`src/ibc_pkg.sv`:
```
/*
 * Shared constants and types for the interrupt-enable and backlight
 * configuration register bank.
 * Assumes a single 10 MHz clock and a two-wire serial host bus.
 */
package ibc_pkg;

    // Register offsets on the serial bus.
    localparam logic [7:0] REG_MODE = 8'h01;
    localparam logic [7:0] REG_FLAGS = 8'h02;
    localparam logic [7:0] REG_IEN = 8'h03;
    localparam logic [7:0] REG_CFG = 8'h04;

    // Mode register bit positions.
    localparam int MODE_INT_CFG = 6;
    localparam int MODE_AUTO = 1;

    // Source positions, shared by the flag and enable registers.
    localparam int NUM_SRC = 5;
    localparam int SRC_OVERLOAD = 4;
    localparam int SRC_THERMAL = 3;
    localparam int SRC_OVERVOLT = 2;
    localparam int SRC_LIGHT2 = 1;
    localparam int SRC_LIGHT1 = 0;

    // Configuration register field positions.
    localparam int CFG_SEL = 6;
    localparam int CFG_C2SEL = 5;
    localparam int CFG_BLV_LO = 3;
    localparam int CFG_LAW_LO = 1;
    localparam int CFG_FADE_OVERRIDE = 0;

    // Field encodings and reset values.
    localparam logic [1:0] BLV_OFF = 2'h3;
    localparam logic [1:0] LAW_LINEAR = 2'h0;
    localparam logic [1:0] LAW_SQUARE = 2'h1;
    localparam logic [7:0] BYTE_ZERO = 8'h00;

    // Interrupt release time after a clear attempt.
    localparam int IRQ_HOLD_US = 50;
    localparam int CLK_FREQ_MHZ = 10;
    localparam int HOLD_W = 9;
    localparam logic [HOLD_W-1:0] IRQ_HOLD_CYC =
        HOLD_W'(IRQ_HOLD_US * CLK_FREQ_MHZ);
    localparam logic [HOLD_W-1:0] HOLD_ZERO = 9'h000;

    // Serial engine.
    localparam logic [6:0] BUS_ADDR_DEFAULT = 7'h2a; // Arbitrary value.
    localparam logic [3:0] BIT_ZERO = 4'h0;
    localparam logic [3:0] LAST_BIT = 4'h7;
    localparam logic [3:0] BYTE_BITS = 4'h8;

    typedef enum logic [2:0] {
        ST_IDLE = 3'h0,
        ST_ADDR = 3'h1,
        ST_AACK = 3'h3,
        ST_RX = 3'h2,
        ST_RACK = 3'h6,
        ST_TX = 3'h7,
        ST_TACK = 3'h5
    } ibc_state_t;

    typedef struct packed {
        logic wr;
        logic [7:0] addr;
        logic [7:0] data;
    } ibc_req_t;

    typedef struct packed {
        logic light_source_select;
        logic second_light_input_enable;
        logic sink_six_off;
        logic [1:0] brightness_level;
        logic backlight_off;
        logic dac_square;
        logic nonlinear_steps;
        logic cubic_profile_b;
        logic fade_override;
    } ibc_cfg_t;

endpackage : ibc_pkg

```
`src/ibc_sync.sv`:
```
/*
 * Two-flop synchroniser for a group of asynchronous levels.
 * Assumes the inputs come from pins outside the ref_clk domain.
 */
`timescale 1ns/100ps
module ibc_sync #(
    parameter int W = 1
) (
    // Clock and reset.
    input wire logic ref_clk,
    input wire logic reset,
    // Levels.
    input wire logic [W-1:0] async_in,
    output logic [W-1:0] sync_out
);

    logic [W-1:0] meta_q;
    logic [W-1:0] meta_d;
    logic [W-1:0] sync_d;

    always_comb begin
        meta_d = async_in;
        sync_d = meta_q;
    end

    // The first stage feeds only the second one.
    always_ff @(posedge ref_clk) begin
        if (reset) begin
            meta_q <= '0;
            sync_out <= '0;
        end else begin
            meta_q <= meta_d;
            sync_out <= sync_d;
        end
    end

endmodule : ibc_sync

```
`src/ibc_top.sv`:
```
/*
 * Interrupt enable, status flags and backlight configuration registers,
 * reached by a host over the two-wire serial bus.
 * Assumes scl, sda and all event and comparator pins are asynchronous.
 */
// Behaviour
// - Overload flag raises irq only if bit4
// - Thermal flag raises irq only if bit3
// - Overvoltage flag raises irq only if bit2
// - Second light flag raises irq if bit1
// - Main light flag raises irq if bit0
// - Bit6 picks light input driving backlight
// - Bit5 enables second input, sink six off
// - Level field: three levels, 11 is off
// - Level field reads back level in effect
// - Auto response overwrites level field
// - Law 00 linear, 01 square DAC
// - Law 10/11 square, two cubic profiles
// - Bit0 enables backlight fade override
// - Flags clear on write one only
// - Clear attempt drops irq 50 us optionally
`timescale 1ns/100ps
module ibc_top #(
    parameter logic [6:0] BUS_ADDR = ibc_pkg::BUS_ADDR_DEFAULT
) (
    // Clock and reset.
    input wire logic ref_clk,
    input wire logic reset,
    // Serial host bus, sda is open drain.
    input wire logic scl_in,
    input wire logic sda_in,
    output logic sda_out,
    output logic sda_oe_n,
    // Event sources, one bit per source.
    input wire logic [ibc_pkg::NUM_SRC-1:0] event_in,
    // Comparator levels for automatic response.
    input wire logic [1:0] main_light_input,
    input wire logic [1:0] second_light_input,
    // Results.
    output logic host_irq,
    output ibc_pkg::ibc_cfg_t cfg_out
);

    ////////////////////////////////////////////////////////////////////////
    // Synchronisers.

    logic [1:0] bus_s;
    logic [ibc_pkg::NUM_SRC+3:0] pin_s;
    logic scl_s;
    logic sda_s;
    logic [ibc_pkg::NUM_SRC-1:0] event_s;
    logic [1:0] main_s;
    logic [1:0] second_s;

    ibc_sync #(.W(2)) u_bus_sync (
        .ref_clk(ref_clk),
        .reset(reset),
        .async_in({scl_in, sda_in}),
        .sync_out(bus_s)
    );

    ibc_sync #(.W(ibc_pkg::NUM_SRC + 4)) u_pin_sync (
        .ref_clk(ref_clk),
        .reset(reset),
        .async_in({event_in, main_light_input, second_light_input}),
        .sync_out(pin_s)
    );

    always_comb begin
        scl_s = bus_s[1];
        sda_s = bus_s[0];
        event_s = pin_s[ibc_pkg::NUM_SRC+3:4];
        main_s = pin_s[3:2];
        second_s = pin_s[1:0];
    end

    ////////////////////////////////////////////////////////////////////////
    // Serial engine.

    ibc_pkg::ibc_state_t st_q, st_d;
    logic scl_p_q, scl_p_d;
    logic sda_p_q, sda_p_d;
    logic [3:0] cnt_q, cnt_d;
    logic [7:0] sh_q, sh_d;
    logic [7:0] ptr_q, ptr_d;
    logic ptr_phase_q, ptr_phase_d;
    logic rw_q, rw_d;
    logic oe_n_q, oe_n_d;
    logic [7:0] rdata;
    ibc_pkg::ibc_req_t req;
    logic scl_rise, scl_fall, start_c, stop_c;

    always_comb begin
        scl_rise = scl_s & ~scl_p_q;
        scl_fall = ~scl_s & scl_p_q;
        start_c = scl_s & scl_p_q & sda_p_q & ~sda_s;
        stop_c = scl_s & scl_p_q & ~sda_p_q & sda_s;
        scl_p_d = scl_s;
        sda_p_d = sda_s;
        st_d = st_q;
        cnt_d = cnt_q;
        sh_d = sh_q;
        ptr_d = ptr_q;
        ptr_phase_d = ptr_phase_q;
        rw_d = rw_q;
        oe_n_d = oe_n_q;
        req = '{wr: 1'b0, addr: ptr_q, data: sh_q};
        if (start_c) begin
            st_d = ibc_pkg::ST_ADDR;
            cnt_d = ibc_pkg::BIT_ZERO;
            oe_n_d = 1'b1;
        end else if (stop_c) begin
            st_d = ibc_pkg::ST_IDLE;
            oe_n_d = 1'b1;
        end else begin
            case (st_q)
                ibc_pkg::ST_ADDR, ibc_pkg::ST_RX: begin
                    if (scl_rise) begin
                        sh_d = {sh_q[6:0], sda_s};
                        cnt_d = cnt_q + 4'h1;
                    end else if (scl_fall && cnt_q == ibc_pkg::BYTE_BITS) begin
                        if (st_q == ibc_pkg::ST_ADDR) begin
                            if (sh_q[7:1] == BUS_ADDR) begin
                                rw_d = sh_q[0];
                                oe_n_d = 1'b0;
                                st_d = ibc_pkg::ST_AACK;
                            end else begin
                                st_d = ibc_pkg::ST_IDLE;
                            end
                        end else begin
                            oe_n_d = 1'b0;
                            st_d = ibc_pkg::ST_RACK;
                            if (ptr_phase_q) begin
                                ptr_d = sh_q;
                                ptr_phase_d = 1'b0;
                            end else begin
                                req.wr = 1'b1;
                                ptr_d = ptr_q + 8'h01;
                            end
                        end
                    end
                end
                ibc_pkg::ST_AACK, ibc_pkg::ST_RACK: begin
                    if (scl_fall) begin
                        cnt_d = ibc_pkg::BIT_ZERO;
                        if (st_q == ibc_pkg::ST_AACK && rw_q) begin
                            sh_d = rdata;
                            oe_n_d = rdata[7];
                            st_d = ibc_pkg::ST_TX;
                        end else begin
                            oe_n_d = 1'b1;
                            st_d = ibc_pkg::ST_RX;
                            if (st_q == ibc_pkg::ST_AACK) begin
                                ptr_phase_d = 1'b1;
                            end
                        end
                    end
                end
                ibc_pkg::ST_TX: begin
                    if (scl_fall) begin
                        if (cnt_q == ibc_pkg::LAST_BIT) begin
                            oe_n_d = 1'b1;
                            ptr_d = ptr_q + 8'h01;
                            st_d = ibc_pkg::ST_TACK;
                        end else begin
                            sh_d = {sh_q[6:0], 1'b0};
                            oe_n_d = sh_q[6];
                            cnt_d = cnt_q + 4'h1;
                        end
                    end
                end
                ibc_pkg::ST_TACK: begin
                    // A not-acknowledge ends the read burst.
                    if (scl_rise && sda_s) begin
                        st_d = ibc_pkg::ST_IDLE;
                    end else if (scl_fall) begin
                        sh_d = rdata;
                        oe_n_d = rdata[7];
                        cnt_d = ibc_pkg::BIT_ZERO;
                        st_d = ibc_pkg::ST_TX;
                    end
                end
                default: begin
                    oe_n_d = 1'b1;
                    st_d = ibc_pkg::ST_IDLE;
                end
            endcase
        end
    end

    always_ff @(posedge ref_clk) begin
        if (reset) begin
            st_q <= ibc_pkg::ST_IDLE;
            scl_p_q <= 1'b1;
            sda_p_q <= 1'b1;
            cnt_q <= ibc_pkg::BIT_ZERO;
            sh_q <= ibc_pkg::BYTE_ZERO;
            ptr_q <= ibc_pkg::BYTE_ZERO;
            ptr_phase_q <= 1'b0;
            rw_q <= 1'b0;
            oe_n_q <= 1'b1;
        end else begin
            st_q <= st_d;
            scl_p_q <= scl_p_d;
            sda_p_q <= sda_p_d;
            cnt_q <= cnt_d;
            sh_q <= sh_d;
            ptr_q <= ptr_d;
            ptr_phase_q <= ptr_phase_d;
            rw_q <= rw_d;
            oe_n_q <= oe_n_d;
        end
    end

    ////////////////////////////////////////////////////////////////////////
    // Registers.

    logic int_cfg_q, int_cfg_d;
    logic auto_q, auto_d;
    logic [ibc_pkg::NUM_SRC-1:0] flag_q, flag_d;
    logic [ibc_pkg::NUM_SRC-1:0] ien_q, ien_d;
    logic sel_q, sel_d;
    logic c2sel_q, c2sel_d;
    logic [1:0] blv_q, blv_d;
    logic [1:0] law_q, law_d;
    logic fade_override_q, fade_override_d;
    logic [ibc_pkg::HOLD_W-1:0] hold_q, hold_d;
    logic irq_d;
    ibc_pkg::ibc_cfg_t cfg_d;
    logic clr_hit;

    always_comb begin
        rdata = ibc_pkg::BYTE_ZERO;
        case (ptr_q)
            ibc_pkg::REG_MODE: begin
                rdata[ibc_pkg::MODE_INT_CFG] = int_cfg_q;
                rdata[ibc_pkg::MODE_AUTO] = auto_q;
            end
            ibc_pkg::REG_FLAGS: rdata[ibc_pkg::NUM_SRC-1:0] = flag_q;
            ibc_pkg::REG_IEN: rdata[ibc_pkg::NUM_SRC-1:0] = ien_q;
            ibc_pkg::REG_CFG: begin
                rdata[ibc_pkg::CFG_SEL] = sel_q;
                rdata[ibc_pkg::CFG_C2SEL] = c2sel_q;
                rdata[ibc_pkg::CFG_BLV_LO+:2] = blv_q;
                rdata[ibc_pkg::CFG_LAW_LO+:2] = law_q;
                rdata[ibc_pkg::CFG_FADE_OVERRIDE] = fade_override_q;
            end
            default: rdata = ibc_pkg::BYTE_ZERO;
        endcase
    end

    always_comb begin
        int_cfg_d = int_cfg_q;
        auto_d = auto_q;
        ien_d = ien_q;
        sel_d = sel_q;
        c2sel_d = c2sel_q;
        blv_d = blv_q;
        law_d = law_q;
        fade_override_d = fade_override_q;
        clr_hit = req.wr && req.addr == ibc_pkg::REG_FLAGS;
        flag_d = flag_q;
        if (clr_hit) begin
            flag_d = flag_q & ~req.data[ibc_pkg::NUM_SRC-1:0];
        end
        // Setting beats clearing so an event in the clear cycle is kept.
        flag_d = flag_d | event_s;
        if (req.wr) begin
            case (req.addr)
                ibc_pkg::REG_MODE: begin
                    int_cfg_d = req.data[ibc_pkg::MODE_INT_CFG];
                    auto_d = req.data[ibc_pkg::MODE_AUTO];
                end
                ibc_pkg::REG_IEN: ien_d = req.data[ibc_pkg::NUM_SRC-1:0];
                ibc_pkg::REG_CFG: begin
                    sel_d = req.data[ibc_pkg::CFG_SEL];
                    c2sel_d = req.data[ibc_pkg::CFG_C2SEL];
                    blv_d = req.data[ibc_pkg::CFG_BLV_LO+:2];
                    law_d = req.data[ibc_pkg::CFG_LAW_LO+:2];
                    fade_override_d = req.data[ibc_pkg::CFG_FADE_OVERRIDE];
                end
                default: ;
            endcase
        end
        // Hardware tracking overrides any level software forced.
        if (auto_q) begin
            blv_d = (sel_q && c2sel_q) ? second_s : main_s;
        end
        hold_d = hold_q;
        if (clr_hit && int_cfg_q) begin
            hold_d = ibc_pkg::IRQ_HOLD_CYC;
        end else if (hold_q != ibc_pkg::HOLD_ZERO) begin
            hold_d = hold_q - 9'h001;
        end
        // Without the release window the line simply stays asserted.
        irq_d = (|(flag_q & ien_q)) && hold_q == ibc_pkg::HOLD_ZERO;
        cfg_d.light_source_select = sel_q;
        cfg_d.second_light_input_enable = c2sel_q;
        cfg_d.sink_six_off = c2sel_q;
        cfg_d.brightness_level = blv_q;
        cfg_d.backlight_off = blv_q == ibc_pkg::BLV_OFF;
        cfg_d.dac_square = law_q != ibc_pkg::LAW_LINEAR;
        cfg_d.nonlinear_steps = law_q[1];
        cfg_d.cubic_profile_b = law_q[1] & law_q[0];
        cfg_d.fade_override = fade_override_q;
    end

    always_ff @(posedge ref_clk) begin
        if (reset) begin
            int_cfg_q <= 1'b0;
            auto_q <= 1'b0;
            flag_q <= '0;
            ien_q <= '0;
            sel_q <= 1'b0;
            c2sel_q <= 1'b0;
            blv_q <= 2'h0;
            law_q <= ibc_pkg::LAW_LINEAR;
            fade_override_q <= 1'b0;
            hold_q <= ibc_pkg::HOLD_ZERO;
            host_irq <= 1'b0;
            cfg_out <= '0;
            sda_out <= 1'b0;
            sda_oe_n <= 1'b1;
        end else begin
            int_cfg_q <= int_cfg_d;
            auto_q <= auto_d;
            flag_q <= flag_d;
            ien_q <= ien_d;
            sel_q <= sel_d;
            c2sel_q <= c2sel_d;
            blv_q <= blv_d;
            law_q <= law_d;
            fade_override_q <= fade_override_d;
            hold_q <= hold_d;
            host_irq <= irq_d;
            cfg_out <= cfg_d;
            sda_out <= 1'b0;
            sda_oe_n <= oe_n_q;
        end
    end

endmodule : ibc_top

```
`config.mk`:
```
export PLATFORM = sky130hd
export DESIGN_NAME = ibc_top
export DESIGN_NICKNAME = d
export VERILOG_FILES = /design/src/ibc_pkg.sv /design/src/ibc_sync.sv /design/src/ibc_top.sv
export SDC_FILE = /design/constraint.sdc
export NUM_CORES = 1
export LEC_CHECK = 0
export BUFFER_PORTS_ARGS = -buffer_cell sky130_fd_sc_hd__buf_4
export CORE_MARGIN = 1.5
export CORE_UTILIZATION = 46
export CTS_CLUSTER_SIZE = 8
export DETAILED_ROUTE_END_ITERATION = 10
export GPL_TIMING_DRIVEN = 0
export SYNTH_ARGS = -nofsm -noshare
export SYNTH_HDL_FRONTEND = slang
export SYNTH_SLANG_ARGS = --single-unit
```
`constraint.sdc`:
```
create_clock -name ref_clk -period 3 [get_ports ref_clk]
set_input_delay 0.15 -clock ref_clk [delete_from_list [all_inputs] [get_ports ref_clk]]
set_output_delay 0.15 -clock ref_clk [all_outputs]
set_load 0.05 [all_outputs]
```
==> results.md <==
- In this run the worst path has a maximum fanout of 10.
- For this run, the share of the core covered by cells in the final layout is 0.547.
- The number of different library cells used by synthesis comes to 70.
- The number of enable flip-flop cells after synthesis is 0.
- For this run, the post-layout net count is 536.
- Dividing total power by cell area gives a power density of 522 nW/um2.
- The flow ran to the end, and the final reports show no timing, DRC or antenna violations.
- The number of pins exceeding their max-slew limit in the final report came to 0.
- The tool flagged a number of max-cap violations equal to 0.
- The setup-violating endpoint count in the final report is 0.
- The detailed router finished its first iteration with 270 violations.
- Counting flops and latches in the post-synthesis netlist gives 89.
- The most critical setup path has its endpoint at ptr_q[6].
- The number of hold violations in the final report is 0.
- The library cell used most frequently in the layout, excluding fill and tap cells, is sky130_fd_sc_hd__dfxtp_1.
- Tracing the worst setup path back leads to its startpoint at st_q[0].
- The initial antenna violation count is 0.
- The detailed-placement wirelength estimate is 7.25 mm.
- The post-detailed-route count of antenna-violating nets is 0.
- TritonCTS built the clock tree.
- Clock latency on the worst-skew pair, taken at its later pin, is 0.37 ns.
- Yosys attributes the largest share of cell area to sky130_fd_sc_hd__dfxtp_1 43%, sky130_fd_sc_hd__nor2b_1 5.7%, sky130_fd_sc_hd__nor2_1 4.6%.
- The most used flip-flop cell after synthesis is sky130_fd_sc_hd__dfxtp_1.
- The cell depth of the worst flop-to-flop path is 8.
- Of the cells placed in the final design, the portion with a size suffix greater than 1 is 0.123.
- The post-cts repair resize count is 0.
- The number of CTS-inserted buffers is 9.
- The nature of the critical path startpoint is a flip-flop.
- Using the TritonRoute via totals, the vias-per-cell ratio works out to 5.66.
- For this design the top-level I/O count stands at 26.
- The post-synthesis cell count is 470.
- The wire length of the first global-routing pass is 16.6 mm.
- Buffers added to address setup during post-CTS repair amount to 0.
- Between clock sinks in the finished design, the worst skew comes to 0.0117 ns.
- After routing, the total negative slack on setup checks comes to 0 ns.
- STA classifies the critical path endpoint as a flip-flop.
- The start point of the worst hold path is reset.
- Of all cell types, the one taking the most synthesized area is sky130_fd_sc_hd__dfxtp_1.
- The width of the die is 98.0 um.
- For the worst setup path, the data required time is 3.23 ns.
- Setup repair after global routing left no endpoint under its margin.
- The signal arrival time at the worst endpoint is 2.41 ns.
- The transition at the pin with the smallest max-transition slack is 0.698 ns.
- In the finished design, the share of the clock period the worst path needs comes to 0.729.
- The routed design could run at a clock period as short as 2.19 ns.
- The count of warnings emitted by yosys is 0.
- The maximum clock path buffer count is 2.
- The share of synthesized area in the top cell type comes to 0.429.
- The leakage power total is 1.79 nW.
- The worst hold path belongs to the class in -> reg.
- In this run the critical register-to-register path is captured at ptr_q[6].
- Across all register-to-register paths, the minimum setup slack is 0.81 ns.
- The via count is 3,562.
- Across the VDD grid, the largest voltage drop is 0.249 mV.
- The upper clock frequency limit is 0.457 GHz.
- The library cells used most frequently in the layout, excluding fill and tap cells, are 89 x sky130_fd_sc_hd__dfxtp_1, 51 x sky130_fd_sc_hd__nor2_1, 38 x sky130_fd_sc_hd__nor2b_1.
- In the global route stage, overall resource usage came out at 0.220.
- In the routed design, unresolved DRC markers number 0.
- The number of levels in the clock H-tree is 3.
- The via count of the first global-routing pass is 3,232.
- The floorplan has 34 rows.
- For this run, the register share of the synthesized area comes to 0.429.
- The die is 98.0 um tall.
- Each instance of the synthesized netlist takes up on average 8.83 um2.
- At the end of routability-driven placement, the weighted congestion stood at 0.889.
- Counting flops with an async set or reset pin after synthesis yields a share of 0.
- After clock tree synthesis, the clock-pin slew on the worst setup and hold paths is 0.10 ns.
- The total overflow left after global routing is 0.
- In this run the critical register-to-register path is launched from st_q[0].
- The worst pin sits at a relative slew slack of 0.535.
- The CTS sink count is 89.
- The overall die area is 9600 um2.
- The worst hold slack across all endpoints is 0.0181 ns.
- The clock tree root driver cell is sky130_fd_sc_hd__clkbuf_8.
- The cell area after technology mapping is 4150 um2.
- The signed area change from the synthesized netlist to the final layout is 14.9%.
- The effective utilization at floorplan is 0.476.
- The completed layout was analyzed and its total power is 0.00249 W.
- The setup path with the least slack is of type reg -> reg.
- Port buffering added 24 buffers.
- The count of TritonRoute iterations in the first routing pass is 5.
- The number of nets in the synthesized netlist is 490.
- Entering global routing, the biggest net connects 19 pins.
- The number of antenna diodes in the final layout is 0.
- For this block, the routed nets add up to 10.4 mm of wire.
- The core region is 8720 um2.
- After detailed routing, the average wire length per cell comes to 16.5 um.
-- Yosys cell counts, types with 4 or more instances --
master,number
sky130_fd_sc_hd__nor3_1,14
sky130_fd_sc_hd__nand2_1,29
sky130_fd_sc_hd__nand3_1,14
sky130_fd_sc_hd__dfxtp_1,89
sky130_fd_sc_hd__o21ai_0,11
sky130_fd_sc_hd__inv_1,13
sky130_fd_sc_hd__a22oi_1,6
sky130_fd_sc_hd__nand4_1,5
sky130_fd_sc_hd__or2_2,5
sky130_fd_sc_hd__nand3b_1,4
sky130_fd_sc_hd__o32ai_1,4
sky130_fd_sc_hd__nand2b_1,7
sky130_fd_sc_hd__nor2_1,51
sky130_fd_sc_hd__mux2i_1,17
sky130_fd_sc_hd__nor2b_1,38
sky130_fd_sc_hd__a211oi_1,4
sky130_fd_sc_hd__a311oi_1,8
sky130_fd_sc_hd__xnor2_1,5
sky130_fd_sc_hd__ha_1,7
sky130_fd_sc_hd__clkbuf_1,19
sky130_fd_sc_hd__nand4b_1,4
sky130_fd_sc_hd__buf_2,6
sky130_fd_sc_hd__a21oi_1,30
sky130_fd_sc_hd__o311a_1,5
sky130_fd_sc_hd__and2_1,6
-- where the power goes --
| group | internal [W] | switching (W) | total [W] |
|---|---|---|---|
| clock | 0.000326 | 0.000497 | 0.000823 |
| combinational | 0.000166 | 0.000212 | 0.000378 |
| sequential | 0.00124 | 0.0000463 | 0.00129 |
-- registers in the layout, indices dropped and copies added, names as in the netlist, 2 cells and up --
| signal | cells |
|---|---|
| cfg_out | 9 |
| hold_q | 9 |
| u_pin_sync.meta_q | 9 |
| u_pin_sync.sync_out | 9 |
| ptr_q | 8 |
| sh_q | 8 |
| flag_q | 5 |
| ien_q | 5 |
| cnt_q | 4 |
| st_q | 3 |
| blv_q | 2 |
| law_q | 2 |
| u_bus_sync.meta_q | 2 |
| u_bus_sync.sync_out | 2 |
-- metal layers --
layer / up-vias / track usage / part of all wire / wire (um)
met1: 1699 / 0.324 / 0.51 / 5250
met5: - / 0 / 0 / 0
met2: 93 / 0.327 / 0.44 / 4550
li1: 1762 / - / - / -
met4: 0 / 0.0626 / 0.011 / 111
met3: 8 / 0.0415 / 0.044 / 458
-- worst max-delay path, cell delays in order, from the launching register on --
cell and delay (ns):
sky130_fd_sc_hd__dfxtp_1 0.31, sky130_fd_sc_hd__buf_2 0.18, sky130_fd_sc_hd__and2_1 0.18, sky130_fd_sc_hd__clkbuf_1 0.19
sky130_fd_sc_hd__a21boi_1 0.46, sky130_fd_sc_hd__clkbuf_1 0.38, sky130_fd_sc_hd__nor3_1 0.11, sky130_fd_sc_hd__a21oi_1 0.16
sky130_fd_sc_hd__o32ai_1 0.09
-- area by class of cell --
class	count	area, um2
fillers	821	3950
multi-input cells	335	2160
flip-flops and latches	89	1780
repair buffers	35	290
plain buffers	33	161
well taps	108	135
clock buffers	9	124
clock inverters	7	68.8
inverters	13	48.8
-- how the worst min path moves through the flow --
stage / end / slack, ns / cells past startpoint
finish: cfg_out[6] / 0.02 / 2
global placement: u_pin_sync.meta_q[8] / 0.36 / 2
floorplan: cfg_out[2] / 0.23 / 1
CTS: cfg_out[2] / 0.004 / 2
detailed placement: u_pin_sync.meta_q[8] / 0.37 / 2
global route: cfg_out[2] / 0.01 / 2
-- repair_timing --
action	in CTS	in global routing
hold buffers	11	0
setup endpoints to repair	0	0
hold endpoints to repair	11	0
-- through the flow --
step	instance area [um2]	worst slack (ns)	cells
after floorplan	4150	1.18	470
after global placement	4470	0.893	602
after detailed placement	4470	0.858	602
after CTS	4770	0.828	629
after global routing	4770	0.611	629
final	4770	0.814	629
-- cell families (layout without fill, tap and decap cells) --
family / after synthesis / in the layout / share of synthesized area
compound gates: 104 / 104 / 0.179
xor+xnor: 8 / 8 / 0.0169
fa+ha+maj: 7 / 7 / 0.0211
buf+inv: 46 / 97 / 0.0506
flops: 89 / 89 / 0.429
mux: 17 / 17 / 0.0410
other cells: 1 / 1 / 0.000904
simple gates: 198 / 198 / 0.261
Power figures use the tool's default switching activity.
